===== config.mk =====
export PLATFORM = sky130hd
export DESIGN_NAME = tcg_timecode_gen
export DESIGN_NICKNAME = d
export VERILOG_FILES = /design/src/core/tcg_pkg.sv /design/src/core/tcg_ltc_ser.sv /design/src/core/tcg_timecode_gen.sv
export SDC_FILE = /design/constraint.sdc
export NUM_CORES = 1
export LEC_CHECK = 0
export ABC_AREA = 1
export ABC_CLOCK_PERIOD_IN_PS = 2700
export CAP_MARGIN = 20
export CORE_ASPECT_RATIO = 1.2
export CORE_UTILIZATION = 35
export CTS_CLUSTER_SIZE = 30
export DETAILED_ROUTE_END_ITERATION = 8
export DONT_BUFFER_PORTS = 1
export GPL_ROUTABILITY_DRIVEN = 0
export HOLD_SLACK_MARGIN = 0.03
export PLACE_DENSITY = 0.52
export SLEW_MARGIN = 20
export SYNTH_ARGS = -nofsm -noshare
export SYNTH_HDL_FRONTEND = slang
export SYNTH_SLANG_ARGS = --single-unit

===== constraint.sdc =====
create_clock -name core_clk -period 2.7 [get_ports core_clk]
set_input_delay 0.54 -clock core_clk [delete_from_list [all_inputs] [get_ports core_clk]]
set_output_delay 0.54 -clock core_clk [all_outputs]
set_load 0.02 [all_outputs]

===== src/core/tcg_pkg.sv =====
`default_nettype none
package tcg_pkg;
	// generator run modes
	typedef enum logic [1:0] {
		GENERATOR_RUN_MODE_RUN,
		GENERATOR_RUN_MODE_TRACK,
		GENERATOR_RUN_MODE_JAM,
		GENERATOR_RUN_MODE_HOLD
	} generator_run_mode_t;

	typedef struct packed {
		logic [4:0] hours;
		logic [5:0] minutes;
		logic [5:0] seconds;
		logic [4:0] frames;
	} tcg_time_t;

	localparam logic [4:0] TCG_HOURS_MAX = 5'h17;
	localparam logic [5:0] TCG_MINSEC_MAX = 6'h3b;
	localparam logic [4:0] TCG_FRAME_RATE_DEF = 5'h1e;
	localparam logic [4:0] TCG_DROP_COUNT = 5'h02;
	localparam logic [3:0] TCG_DROP_SKIP_DIV = 4'ha;
	localparam tcg_time_t TCG_TIME_RESET = '0;
	// line pair selector 0 = off, 1..7 = first line 13..19, second line two later
	localparam logic [4:0] TCG_INS_BASE_LINE = 5'h0c;
	localparam logic [4:0] TCG_PAIR_GAP = 5'h02;
	localparam logic [4:0] TCG_REF_LINE_MIN = 5'h0c;
	localparam logic [4:0] TCG_REF_LINE_MAX = 5'h15;
	// aux output sources
	localparam logic [3:0] TCG_AUX_SRC_LTC = 4'h0;
	localparam int TCG_AUX_COUNT = 3;
endpackage
`default_nettype wire


===== src/core/tcg_ltc_ser.sv =====
`timescale 1ns/10ps
`default_nettype none
// biphase-mark serialiser of the 80-bit linear timecode word
module tcg_ltc_ser (
	// clock and reset
	input wire logic core_clk,
	input wire logic reset,
	// control
	input wire logic frame_tick,
	input wire logic bit_tick,
	input wire tcg_pkg::tcg_time_t tc,
	// line
	output logic ltc_out
);
	localparam logic [15:0] SYNC_WORD = 16'hbffc;
	logic [79:0] sh_q, sh_d;
	logic lvl_q, lvl_d;
	logic half_q, half_d;

	function automatic logic [7:0] bcd8(input logic [6:0] v);
		bcd8 = {1'b0, 3'(v / 7'h0a), 4'(v % 7'h0a)};
	endfunction

	always_comb begin
		logic [7:0] f, s, m, h;
		f = bcd8({2'h0, tc.frames});
		s = bcd8({1'b0, tc.seconds});
		m = bcd8({1'b0, tc.minutes});
		h = bcd8({2'h0, tc.hours});
		sh_d = sh_q;
		lvl_d = lvl_q;
		half_d = half_q;
		if (frame_tick) begin
			sh_d = {SYNC_WORD, 4'h0, 2'h0, h[5:4], 4'h0, h[3:0], 4'h0, 1'b0, m[6:4],
				4'h0, m[3:0], 4'h0, 1'b0, s[6:4], 4'h0, s[3:0], 4'h0, 2'h0, f[5:4],
				4'h0, f[3:0]};
			half_d = 1'b0;
		end else if (bit_tick) begin
			if (!half_q) begin
				lvl_d = ~lvl_q;
			end else begin
				if (sh_q[0]) begin
					lvl_d = ~lvl_q;
				end
				sh_d = {1'b0, sh_q[79:1]};
			end
			half_d = ~half_q;
		end
	end

	always_ff @(posedge core_clk) begin
		if (reset) begin
			sh_q <= '0;
			lvl_q <= 1'b0;
			half_q <= 1'b0;
		end else begin
			sh_q <= sh_d;
			lvl_q <= lvl_d;
			half_q <= half_d;
		end
	end

	assign ltc_out = lvl_q;
endmodule // tcg_ltc_ser
`default_nettype wire


===== src/core/tcg_timecode_gen.sv =====
`timescale 1ns/10ps
`default_nettype none
// Notes on behaviour
// - after reset the count is 0:0:0:0 and then counts onward
// - a preset strobe loads the written time; counting continues from it
// - hours held to 0..23, minutes and seconds to 0..59
// - track mode copies decoded reference timecode into the count each frame
// - run mode is one of run, track, jam once, hold
// - drop frame skips frames 0 and 1 each minute except every tenth
// - composite timecode on selectable line pair 13/15..19/21, or off
// - serial digital timecode on selectable line pair 13/15..19/21, or off
// - reference line strobe on one selectable line 12..21; reference time taken on any ref_tc_valid
// - three aux outputs each select a source, one being linear timecode
module tcg_timecode_gen #(
	parameter logic [4:0] FRAME_RATE = tcg_pkg::TCG_FRAME_RATE_DEF,
	parameter int LTC_HALF_DIV = 5
) (
	// clock and reset
	input wire logic core_clk,
	input wire logic reset,
	// video timing
	input wire logic frame_start,
	input wire logic line_start,
	input wire logic [9:0] line_number,
	// reference timecode, decoded on the reference line
	input wire logic ref_tc_valid,
	input wire tcg_pkg::tcg_time_t ref_tc,
	// control
	input wire tcg_pkg::generator_run_mode_t generator_run_mode,
	input wire logic drop_frame_en,
	input wire logic preset_load,
	input wire tcg_pkg::tcg_time_t preset_time,
	input wire logic [2:0] composite_timecode_lines,
	input wire logic [2:0] serial_digital_timecode_lines,
	input wire logic [4:0] reference_timecode_line,
	input wire logic [3:0] aux_source_sel [tcg_pkg::TCG_AUX_COUNT],
	input wire logic [tcg_pkg::TCG_AUX_COUNT-1:0] aux_other_src,
	// outputs
	output tcg_pkg::tcg_time_t tc_count,
	output logic composite_insert,
	output logic serial_digital_insert,
	output logic ref_line_strobe,
	output logic [tcg_pkg::TCG_AUX_COUNT-1:0] aux_out
);
	tcg_pkg::tcg_time_t tc_q, tc_d, ref_q, ref_d;
	logic jam_done_q, jam_done_d;
	logic ref_ok_q, ref_ok_d;
	logic cins_q, cins_d, sins_q, sins_d, rstb_q, rstb_d;
	logic [tcg_pkg::TCG_AUX_COUNT-1:0] aux_q, aux_d;
	logic [7:0] div_q, div_d;
	logic bit_tick, ltc_line, frame_tick;

	function automatic tcg_pkg::tcg_time_t clamp_time(input tcg_pkg::tcg_time_t t);
		clamp_time = t;
		if (t.hours > tcg_pkg::TCG_HOURS_MAX) clamp_time.hours = tcg_pkg::TCG_HOURS_MAX;
		if (t.minutes > tcg_pkg::TCG_MINSEC_MAX) clamp_time.minutes = tcg_pkg::TCG_MINSEC_MAX;
		if (t.seconds > tcg_pkg::TCG_MINSEC_MAX) clamp_time.seconds = tcg_pkg::TCG_MINSEC_MAX;
		if (t.frames >= FRAME_RATE) clamp_time.frames = FRAME_RATE - 5'h01;
	endfunction

	function automatic tcg_pkg::tcg_time_t advance(input tcg_pkg::tcg_time_t t, input logic df);
		advance = t;
		if (t.frames != FRAME_RATE - 5'h01) begin
			advance.frames = t.frames + 5'h01;
		end else begin
			advance.frames = '0;
			if (t.seconds != tcg_pkg::TCG_MINSEC_MAX) begin
				advance.seconds = t.seconds + 6'h01;
			end else begin
				advance.seconds = '0;
				if (t.minutes != tcg_pkg::TCG_MINSEC_MAX) begin
					advance.minutes = t.minutes + 6'h01;
				end else begin
					advance.minutes = '0;
					advance.hours = (t.hours == tcg_pkg::TCG_HOURS_MAX) ? 5'h00 : t.hours + 5'h01;
				end
				// new minute: skip the first frame numbers unless a tenth minute
				if (df && (advance.minutes % 6'(tcg_pkg::TCG_DROP_SKIP_DIV)) != 6'h00) begin
					advance.frames = tcg_pkg::TCG_DROP_COUNT;
				end
			end
		end
	endfunction

	// true when the line is the first or second line of the selected pair
	function automatic logic on_pair(input logic [2:0] sel, input logic [9:0] ln);
		logic [9:0] first;
		first = 10'(tcg_pkg::TCG_INS_BASE_LINE) + 10'(sel);
		on_pair = (sel != 3'h0) && (ln == first || ln == first + 10'(tcg_pkg::TCG_PAIR_GAP));
	endfunction

	assign frame_tick = frame_start;

	always_comb begin
		tc_d = tc_q;
		jam_done_d = jam_done_q;
		ref_d = ref_q;
		ref_ok_d = ref_ok_q;
		if (ref_tc_valid) begin
			ref_d = clamp_time(ref_tc);
			ref_ok_d = 1'b1;
		end
		if (generator_run_mode != tcg_pkg::GENERATOR_RUN_MODE_JAM) begin
			jam_done_d = 1'b0;
		end
		if (preset_load) begin
			tc_d = clamp_time(preset_time);
		end else if (frame_tick) begin
			case (generator_run_mode)
				tcg_pkg::GENERATOR_RUN_MODE_RUN: tc_d = advance(tc_q, drop_frame_en);
				tcg_pkg::GENERATOR_RUN_MODE_TRACK: begin
					if (ref_ok_q) tc_d = ref_q;
				end
				tcg_pkg::GENERATOR_RUN_MODE_JAM: begin
					if (!jam_done_q && ref_ok_q) begin
						tc_d = ref_q;
						jam_done_d = 1'b1;
					end else begin
						tc_d = advance(tc_q, drop_frame_en);
					end
				end
				tcg_pkg::GENERATOR_RUN_MODE_HOLD: tc_d = tc_q;
				default: tc_d = tc_q;
			endcase
		end
	end

	always_ff @(posedge core_clk) begin
		if (reset) begin
			tc_q <= tcg_pkg::TCG_TIME_RESET;
			ref_q <= tcg_pkg::TCG_TIME_RESET;
			ref_ok_q <= 1'b0;
			jam_done_q <= 1'b0;
		end else begin
			tc_q <= tc_d;
			ref_q <= ref_d;
			ref_ok_q <= ref_ok_d;
			jam_done_q <= jam_done_d;
		end
	end

	// line strobes, registered so they line up with the count
	always_comb begin
		cins_d = line_start && on_pair(composite_timecode_lines, line_number);
		sins_d = line_start && on_pair(serial_digital_timecode_lines, line_number);
		rstb_d = line_start && reference_timecode_line >= tcg_pkg::TCG_REF_LINE_MIN
			&& reference_timecode_line <= tcg_pkg::TCG_REF_LINE_MAX
			&& line_number == 10'(reference_timecode_line);
		div_d = (frame_tick || div_q == 8'(LTC_HALF_DIV - 1)) ? 8'h00 : div_q + 8'h01;
		for (int i = 0; i < tcg_pkg::TCG_AUX_COUNT; i++) begin
			aux_d[i] = (aux_source_sel[i] == tcg_pkg::TCG_AUX_SRC_LTC) ? ltc_line : aux_other_src[i];
		end
	end

	assign bit_tick = (div_q == 8'(LTC_HALF_DIV - 1));

	always_ff @(posedge core_clk) begin
		if (reset) begin
			cins_q <= 1'b0;
			sins_q <= 1'b0;
			rstb_q <= 1'b0;
			div_q <= 8'h00;
			aux_q <= '0;
		end else begin
			cins_q <= cins_d;
			sins_q <= sins_d;
			rstb_q <= rstb_d;
			div_q <= div_d;
			aux_q <= aux_d;
		end
	end

	tcg_ltc_ser u_ltc (
		.core_clk(core_clk),
		.reset(reset),
		.frame_tick(frame_tick),
		.bit_tick(bit_tick),
		.tc(tc_q),
		.ltc_out(ltc_line)
	);

	assign tc_count = tc_q;
	assign composite_insert = cins_q;
	assign serial_digital_insert = sins_q;
	assign ref_line_strobe = rstb_q;
	assign aux_out = aux_q;

	property p_reset_zero;
		@(posedge core_clk) $past(reset) && !reset |-> tc_q == tcg_pkg::TCG_TIME_RESET;
	endproperty
	a_reset_zero: assert property (p_reset_zero) else $error("count not zero after reset");

	property p_preset;
		@(posedge core_clk) disable iff (reset)
		preset_load && preset_time.hours <= tcg_pkg::TCG_HOURS_MAX |=> tc_q.hours == $past(preset_time.hours);
	endproperty
	a_preset: assert property (p_preset) else $error("preset not loaded");

	property p_range;
		@(posedge core_clk) disable iff (reset)
		tc_q.hours <= tcg_pkg::TCG_HOURS_MAX && tc_q.minutes <= tcg_pkg::TCG_MINSEC_MAX
			&& tc_q.seconds <= tcg_pkg::TCG_MINSEC_MAX;
	endproperty
	a_range: assert property (p_range) else $error("field out of range");

	property p_track;
		@(posedge core_clk) disable iff (reset)
		frame_tick && !preset_load && generator_run_mode == tcg_pkg::GENERATOR_RUN_MODE_TRACK && ref_ok_q |=> tc_q == $past(ref_q);
	endproperty
	a_track: assert property (p_track) else $error("track did not copy reference");

	property p_hold;
		@(posedge core_clk) disable iff (reset)
		!preset_load && generator_run_mode == tcg_pkg::GENERATOR_RUN_MODE_HOLD |=> $stable(tc_q);
	endproperty
	a_hold: assert property (p_hold) else $error("hold changed count");

	property p_drop;
		@(posedge core_clk) disable iff (reset)
		$past(drop_frame_en) && $changed(tc_q.minutes) && tc_q.minutes % 6'h0a != 6'h00
			&& $past(generator_run_mode) == tcg_pkg::GENERATOR_RUN_MODE_RUN && !$past(preset_load) |-> tc_q.frames == 5'h02;
	endproperty
	a_drop: assert property (p_drop) else $error("drop frame not skipped");

	property p_comp;
		@(posedge core_clk) disable iff (reset)
		composite_insert |-> $past(line_start) && $past(composite_timecode_lines) != 3'h0
			&& ($past(line_number) == 10'h00c + 10'($past(composite_timecode_lines))
			|| $past(line_number) == 10'h00e + 10'($past(composite_timecode_lines)));
	endproperty
	a_comp: assert property (p_comp) else $error("composite insert while off");

	property p_sdi;
		@(posedge core_clk) disable iff (reset)
		line_start && line_number == 10'h00d && serial_digital_timecode_lines == 3'h1 |=> serial_digital_insert;
	endproperty
	a_sdi: assert property (p_sdi) else $error("serial insert missed");

	property p_refl;
		@(posedge core_clk) disable iff (reset)
		ref_line_strobe |-> $past(line_start) && $past(line_number) == 10'($past(reference_timecode_line))
			&& $past(line_number) >= 10'h00c && $past(line_number) <= 10'h015;
	endproperty
	a_refl: assert property (p_refl) else $error("reference line out of range");

	property p_wrap;
		@(posedge core_clk) disable iff (reset)
		frame_tick && !preset_load && generator_run_mode == tcg_pkg::GENERATOR_RUN_MODE_RUN && tc_q.hours == 5'h17
			&& tc_q.minutes == 6'h3b && tc_q.seconds == 6'h3b && tc_q.frames == FRAME_RATE - 5'h01 |=> tc_q.hours == 5'h00;
	endproperty
	a_wrap: assert property (p_wrap) else $error("hours did not wrap");
endmodule // tcg_timecode_gen
`default_nettype wire


# Word level (Yosys, flattened, before mapping)
# Index checks and enable logic that the tools add are counted.
# op_classes
add_sub_neg,9
n_div,10
magnitude_cmp,10
eq_ne,21
mux,49
bitwise,3
reduce_logical,33
# op_table
cell,n
two-way mux 80 bit,3
two-way mux 6 bit,15
two-way mux 22 bit,4
case mux 22 bit (3 select lines),1
two-way mux 5 bit,10
two-way mux 17 bit,2
== test 10 x 5 -> 1 bit,3
greater-than comparator 6 bit (second input constant),4
two-way mux 11 bit,2
== test 10 x 6 -> 1 bit,2
divider 5 x 4 -> 7 bit (second input constant),2
divider 6 x 4 -> 7 bit (second input constant),2
remainder unit 5 x 4 -> 7 bit (second input constant),2
remainder unit 6 x 4 -> 7 bit (second input constant),2
adder 5 x 2 -> 6 bit (second input constant),2
adder 6 x 1 -> 6 bit (second input constant),2
logical NOT 4 bit,3
remainder unit 6 x 4 -> 6 bit (second input constant),2
inequality test 6 bit (second input constant),2
nonzero test 6 bit,2
adder 4 x 3 -> 5 bit (first input constant),2
adder 5 x 1 -> 5 bit (second input constant),2
greater-or-equal comparator 5 bit (second input constant),2
greater-than comparator 5 bit (second input constant),2
26 further kinds,60
# totals
regBits,142
input_bits,89
elab_cells,154

# Depth between registers and ports, before layout
# depth
word_depth,18
ltp_mapped,23
depth_no_buf,22

# Cells and area by module
# Synthesis repeated with hierarchy kept, for this count alone.
# unflattened
hier_cells,1084
hier_area_um2,7733.7
# by_module_without_submodules
mod,n_inst,cells_each,area_each_um2,seq_area_each_um2
tcg_ltc_ser,1,541,3921.3,1641.6
tcg_timecode_gen,1,543,3812.4,1201.2

# Worst setup path before layout
# OpenSTA, ideal clock, no wires.
# synth_timing
path_kind,reg2reg
start,"register tc_q, in the netlist tc_count[12]"
end,"register tc_q, in the netlist tc_count[1]"
setup_ns,0.122
arrival_ns,2.498
setup_slack_ns,0.080
path_stages_with_launch,23
path_buffers,0
period_less_slack_ns,2.620
cell_sequence,dfxtp_1 ha_1 inv_1 nor2_2 nand2_4 nand3_2 ha_1 inv_1 nand3_1 nand2_2 nand2_1 nand3_1 nand2_1 ha_1 o21ai_0 inv_1 nand2_1 nand2_1 nand3_1 nand2_1 nand2_1 nand2_1 a21oi_2
# synth_via
elab_chain_cells,18
word_cells_on_any_way,28
classes_between,add/sub (1); div (2); eq/ne (1); mux (20); reduce/logical (4)
# synth_lines
element,line,source
from (decl),tcg_timecode_gen.sv:45,"tcg_pkg::tcg_time_t tc_q, tc_d, ref_q, ref_d;"
from (signal assigned),tcg_timecode_gen.sv:130,tc_q <= tcg_pkg::TCG_TIME_RESET;
from (signal assigned),tcg_timecode_gen.sv:135,tc_q <= tc_d;
adder 6 x 1 -> 6 bit or inequality test 6 bit (tied branches),"tcg_timecode_gen.sv:72, tcg_timecode_gen.sv:71",
two-way mux 6 bit (*),tcg_timecode_gen.sv:71,if (t.minutes != tcg_pkg::TCG_MINSEC_MAX) begin
two-way mux 6 bit (*),tcg_timecode_gen.sv:67,if (t.seconds != tcg_pkg::TCG_MINSEC_MAX) begin
two-way mux 6 bit (*),tcg_timecode_gen.sv:63,if (t.frames != FRAME_RATE - 5'h01) begin
two-way mux 6 bit,tcg_timecode_gen.sv:115,if (!jam_done_q && ref_ok_q) begin
two-way mux 6 bit,tcg_timecode_gen.sv:109,case (generator_run_mode)
two-way mux 6 bit,tcg_timecode_gen.sv:108,end else if (frame_tick) begin
two-way mux 6 bit,tcg_timecode_gen.sv:106,if (preset_load) begin
[... 2 more ...],--,
logical AND 1 bit,tcg_timecode_gen.sv:78,if (df && (advance.minutes % 6'(tcg_pkg::TCG_DROP_SKIP_DIV)) != 6'h00) begin
two-way mux 2 bit,tcg_timecode_gen.sv:78,
two-way mux 5 bit,tcg_timecode_gen.sv:67,
two-way mux 5 bit,tcg_timecode_gen.sv:63,
two-way mux 22 bit,tcg_timecode_gen.sv:115,
case mux 22 bit (3 select lines) (*),tcg_timecode_gen.sv:109,
two-way mux 22 bit (*),tcg_timecode_gen.sv:108,
two-way mux 22 bit (*),tcg_timecode_gen.sv:106,
# Every way passes the cells marked *; elsewhere a longest branch is shown, timed or not. The select of a mux whose other input is x is not followed.
# A chain may end at the register's enable or synchronous reset.

# Final worst setup path
# layout_timing
start,"register tc_q, in the netlist tc_count[11]"
end,register u_ltc.sh_q[35]
# layout_via
elab_chain_cells,2
# layout_lines
element,line,source
remainder unit 6 x 4 -> 7 bit,tcg_ltc_ser.sv:21,"bcd8 = {1'b0, 3'(v / 7'h0a), 4'(v % 7'h0a)};"
two-way mux 80 bit,tcg_ltc_ser.sv:33,if (frame_tick) begin
to (signal assigned),tcg_ltc_ser.sv:53,sh_q <= '0;
to (signal assigned),tcg_ltc_ser.sv:57,sh_q <= sh_d;
to (decl),tcg_ltc_ser.sv:16,"logic [79:0] sh_q, sh_d;"
# No other way between the ends.

==> impl_results.md <==
* Crit Reg-Reg Endpoint: u_ltc.sh_q[35]$_SDFFE_PP0P_
* Clock Latency Late Sink at 0.42 ns
* Crit end category: register
* Most frequent cells in the layout: 166 x nand2_1, 140 x inv_1, 138 x dfxtp_1, 112 x nor2_1, 97 x o21ai_0
* Hold_ws at 0.203 ns
* CTS tree: built
* Post-synth top flop: dfxtp_1
* Crit path from: tc_count[11]$_SDFFE_PP0P_
* Num CTS Buffers at 17
* Hold/Removal Path Class: input pin to register
* Actual slew at the worst max-slew pin at 0.790 ns
* Syn nets at 1,176
* VDD IR max at between 400 and 500 µV
* Total length of routed wires at 19.4 mm
* Crit path launch type: register
* Number of synthesized flops with an enable pin at 0
* Detailed Place HPWL at around 14 mm
* Final non-filler cell total at approximately 1,400
* Buffers on Ports at 0
* Grt total ovfl at 0
* Critical path class: register to register
* Max Cap Viol at 0
* CTS sink cnt at 142
* Sequential element share of the synthesized area at 37.5%
* Vias in the first global route at 6,379
* Starting Density at 35.9%
* P&R area growth vs syn at 14.9%
* Critical Path End: u_ltc.sh_q[35]$_SDFFE_PP0P_
* Clock network power share at 41.8%
* Share of cells above drive strength 1 at 11.6%
* Fin crit period at 2.52 ns
* Postcts setup bufs at 0
* Antenna Diode Count at 0
* Syn Inst Count at between 1,000 and 1,500
* Slew margin rel. at 47.3%
* Starting DRT DRC Count at about 350
* Post-synth cell types at 48
* CTS Buffer Depth at 2
* First-pass GRT wire length at 31.8 mm
* Post-route DRC violation count at 0
* Net switching power at 0.00163 W
* Reg-to-reg slack, setup at 0.18 ns
* Hold-fix buffer count after cts at 0
* Die Height at 163 µm
* Max-slew violation count at 0
* Mapped Area at 7590 µm²
* Run status: finished, final reports clean
* Leak Pwr at about 3.6 nW
* Synth warnings at 0
* Avg Cell Area, Syn at between 7 and 8 µm²
* Largest net degree at the start of global routing at 68
* Total global-route track usage at 18.1%
* H-tree depth at 4
* Commonest non-fill, non-tap cell in the layout: nand2_1
* Die area at 22,300 µm²
* Routed wirelength normalized by instance count at 14.4 µm
* Core area at 21,100 µm²
* Drt via density at roughly 5.1
* Antenna violations before repair at 0
* Switching share of power at between 20% and 30%
* Total number of vias at 6,835
* Sequential power share at 40.6%
* Clock tree root buffer cell: clkbuf_16
* Fmax at 398 MHz
* CP arrival at 2.88 ns
* Sum Neg Setup Slack at 0 ns
* Yosys reg bits at 142
* Power Density at 641 nW/µm²
* Critical Path RT at between 3 and 4 ns
* 1st-pass router iterations at 5
* FILL cells at 2,228
* Internal at 0.00396 W
* Final hold vios at 0
* Clock-pin slew on the worst setup and hold paths at ~0.07 ns
* Cts repair resizes at 0
* Placed Cells incl. Taps at around 1,300
* Setup violations, final at 0
* Final Skew at between 0.008 and 0.009 ns
* Power share of the combinational group at between 15 and 20%
* Row count at 58
* # IOs at 117
* Asr flop ratio synth at 0%
* Die W at 136 µm
* CP max FO at 7
* # nets final at 1,193
* Fin crit share at 93.1%
* Post-DRT Antenna Nets at 0
* Worst Reg-to-Reg Cells at 19
* Worst r2r src: tc_count[11]$_SDFFE_PP0P_
* Unrepaired setup endpoints after global routing: true
## cell usage after synthesis, types with 3 or more instances
| library cell | count | area (µm²) |
|---|---|---|
| xnor2_1 | 5 | 43.8 |
| o21ai_0 | 100 | 500 |
| nand2_4 | 3 | 33.8 |
| clkbuf_1 | 35 | 131 |
| o221ai_1 | 14 | 123 |
| or2_2 | 4 | 25.0 |
| o22ai_1 | 12 | 75.1 |
| xor2_1 | 10 | 87.6 |
| a21oi_1 | 81 | 405 |
| nand4_1 | 13 | 81.3 |
| buf_6 | 3 | 33.8 |
| o211ai_1 | 11 | 82.6 |
| nand2_2 | 8 | 50.1 |
| o21ai_1 | 5 | 25.0 |
| a211oi_1 | 4 | 30.0 |
| nand3_1 | 32 | 160 |
| nor3_1 | 10 | 50.1 |
| ha_1 | 36 | 450 |
| clkinv_1 | 3 | 11.3 |
| a21oi_2 | 5 | 43.8 |
| nor4_1 | 8 | 50.1 |
| nor2_2 | 3 | 18.8 |
| a221oi_1 | 24 | 210 |
| nand3_2 | 6 | 60.1 |
| nand2_1 | 166 | 623 |
| dfxtp_1 | 142 | 2840 |
| nor3b_1 | 3 | 22.5 |
| inv_1 | 141 | 529 |
| nor2_1 | 115 | 432 |
| buf_2 | 8 | 40.0 |
| a31oi_1 | 20 | 125 |
## flip-flops by register name, indices dropped and copies added, names as in the netlist, 3 cells and up
signal	flops
u_ltc.sh_q	80
aux_out	3
ref_q	22
tc_count	22
div_q	8
## how the worst min path moves through the flow
stage                                start                          end  cells past startpoint  slack [ns]
2_1_floorplan          div_q[0]$_SDFF_PP0_          div_q[0]$_SDFF_PP0_                      1        0.42
3_3_place_gp           div_q[0]$_SDFF_PP0_          div_q[0]$_SDFF_PP0_                      1        0.43
3_5_place_dp   u_ltc.sh_q[22]$_SDFFE_PP0P_  u_ltc.sh_q[21]$_SDFFE_PP0P_                      2        0.44
4_1_cts                              reset     tc_count[4]$_SDFFE_PP0P_                      1        0.17
5_1_grt                              reset        ref_ok_q$_SDFFE_PP0P_                      1        0.17
6_report                             reset  u_ltc.sh_q[72]$_SDFFE_PP0P_                      1        0.20
## layout make-up
class | count | area, µm² | share of cell area, %
multi-input cells | 715 | 4040 | 46.3
well taps | 270 | 338 | 3.87
inverters | 148 | 566 | 6.48
clock buffers | 19 | 443 | 5.08
flip-flops and latches | 142 | 2850 | 32.7
repair buffers | 44 | 350 | 4.02
clock inverters | 12 | 139 | 1.59
## power by group through the flow
stage,Combinational [W],Sequential (W),Clock (W)
5_1_grt,0.00112,0.00228,0.00250
3_3_place_gp,0.000966,0.00231,0
3_5_place_dp,0.000967,0.00231,0
4_1_cts,0.000974,0.00227,0.00239
2_1_floorplan,0.000697,0.00235,0
6_report,0.000984,0.00227,0.00233
## layer usage
layer,track usage (%),share of wire [%]
met3,3.79,4.7
met2,31.1,48
met4,7.02,1.5
met5,0,0
met1,21.7,45
## through the flow
step	setup slack (ns)	utilization (%)	instance area (µm²)	power [W]
2_1_floorplan	0.0802	-	7590	0.00305
3_3_place_gp	0.0562	38.2	8070	0.00328
3_5_place_dp	0.0406	38.2	8070	0.00328
4_1_cts	0.0262	41.0	8650	0.00563
5_1_grt	-0.0120	41.3	8720	0.00591
6_report	0.185	41.3	8720	0.00559
## kinds of logic (layout without fill, tap and decap cells)
family	after synthesis	count (layout)	synth area share (%)
compound gates	286	286	22.6
fa+ha+maj	36	36	5.93
simple gates	377	377	21.9
buf+inv	194	223	10.2
xor+xnor	16	16	1.95
flops	142	142	37.5
## critical path, cell delays in order, from the launching register on
cell and delay [ns]:
dfxtp_2 0.34, buf_6 0.14, inv_1 0.12, ha_1 0.19
nand4_2 0.13, nand2_4 0.13, xor2_4 0.19, nand2_2 0.09
nand2_2 0.09, nand3_1 0.10, nand2_1 0.10, inv_1 0.05
ha_1 0.17, inv_1 0.10, o211ai_4 0.10, nand3_2 0.11
nand2_1 0.06, nand2_1 0.05, nand3_1 0.08, a21oi_2 0.11
No activity file was read; power rests on OpenSTA's default activity.
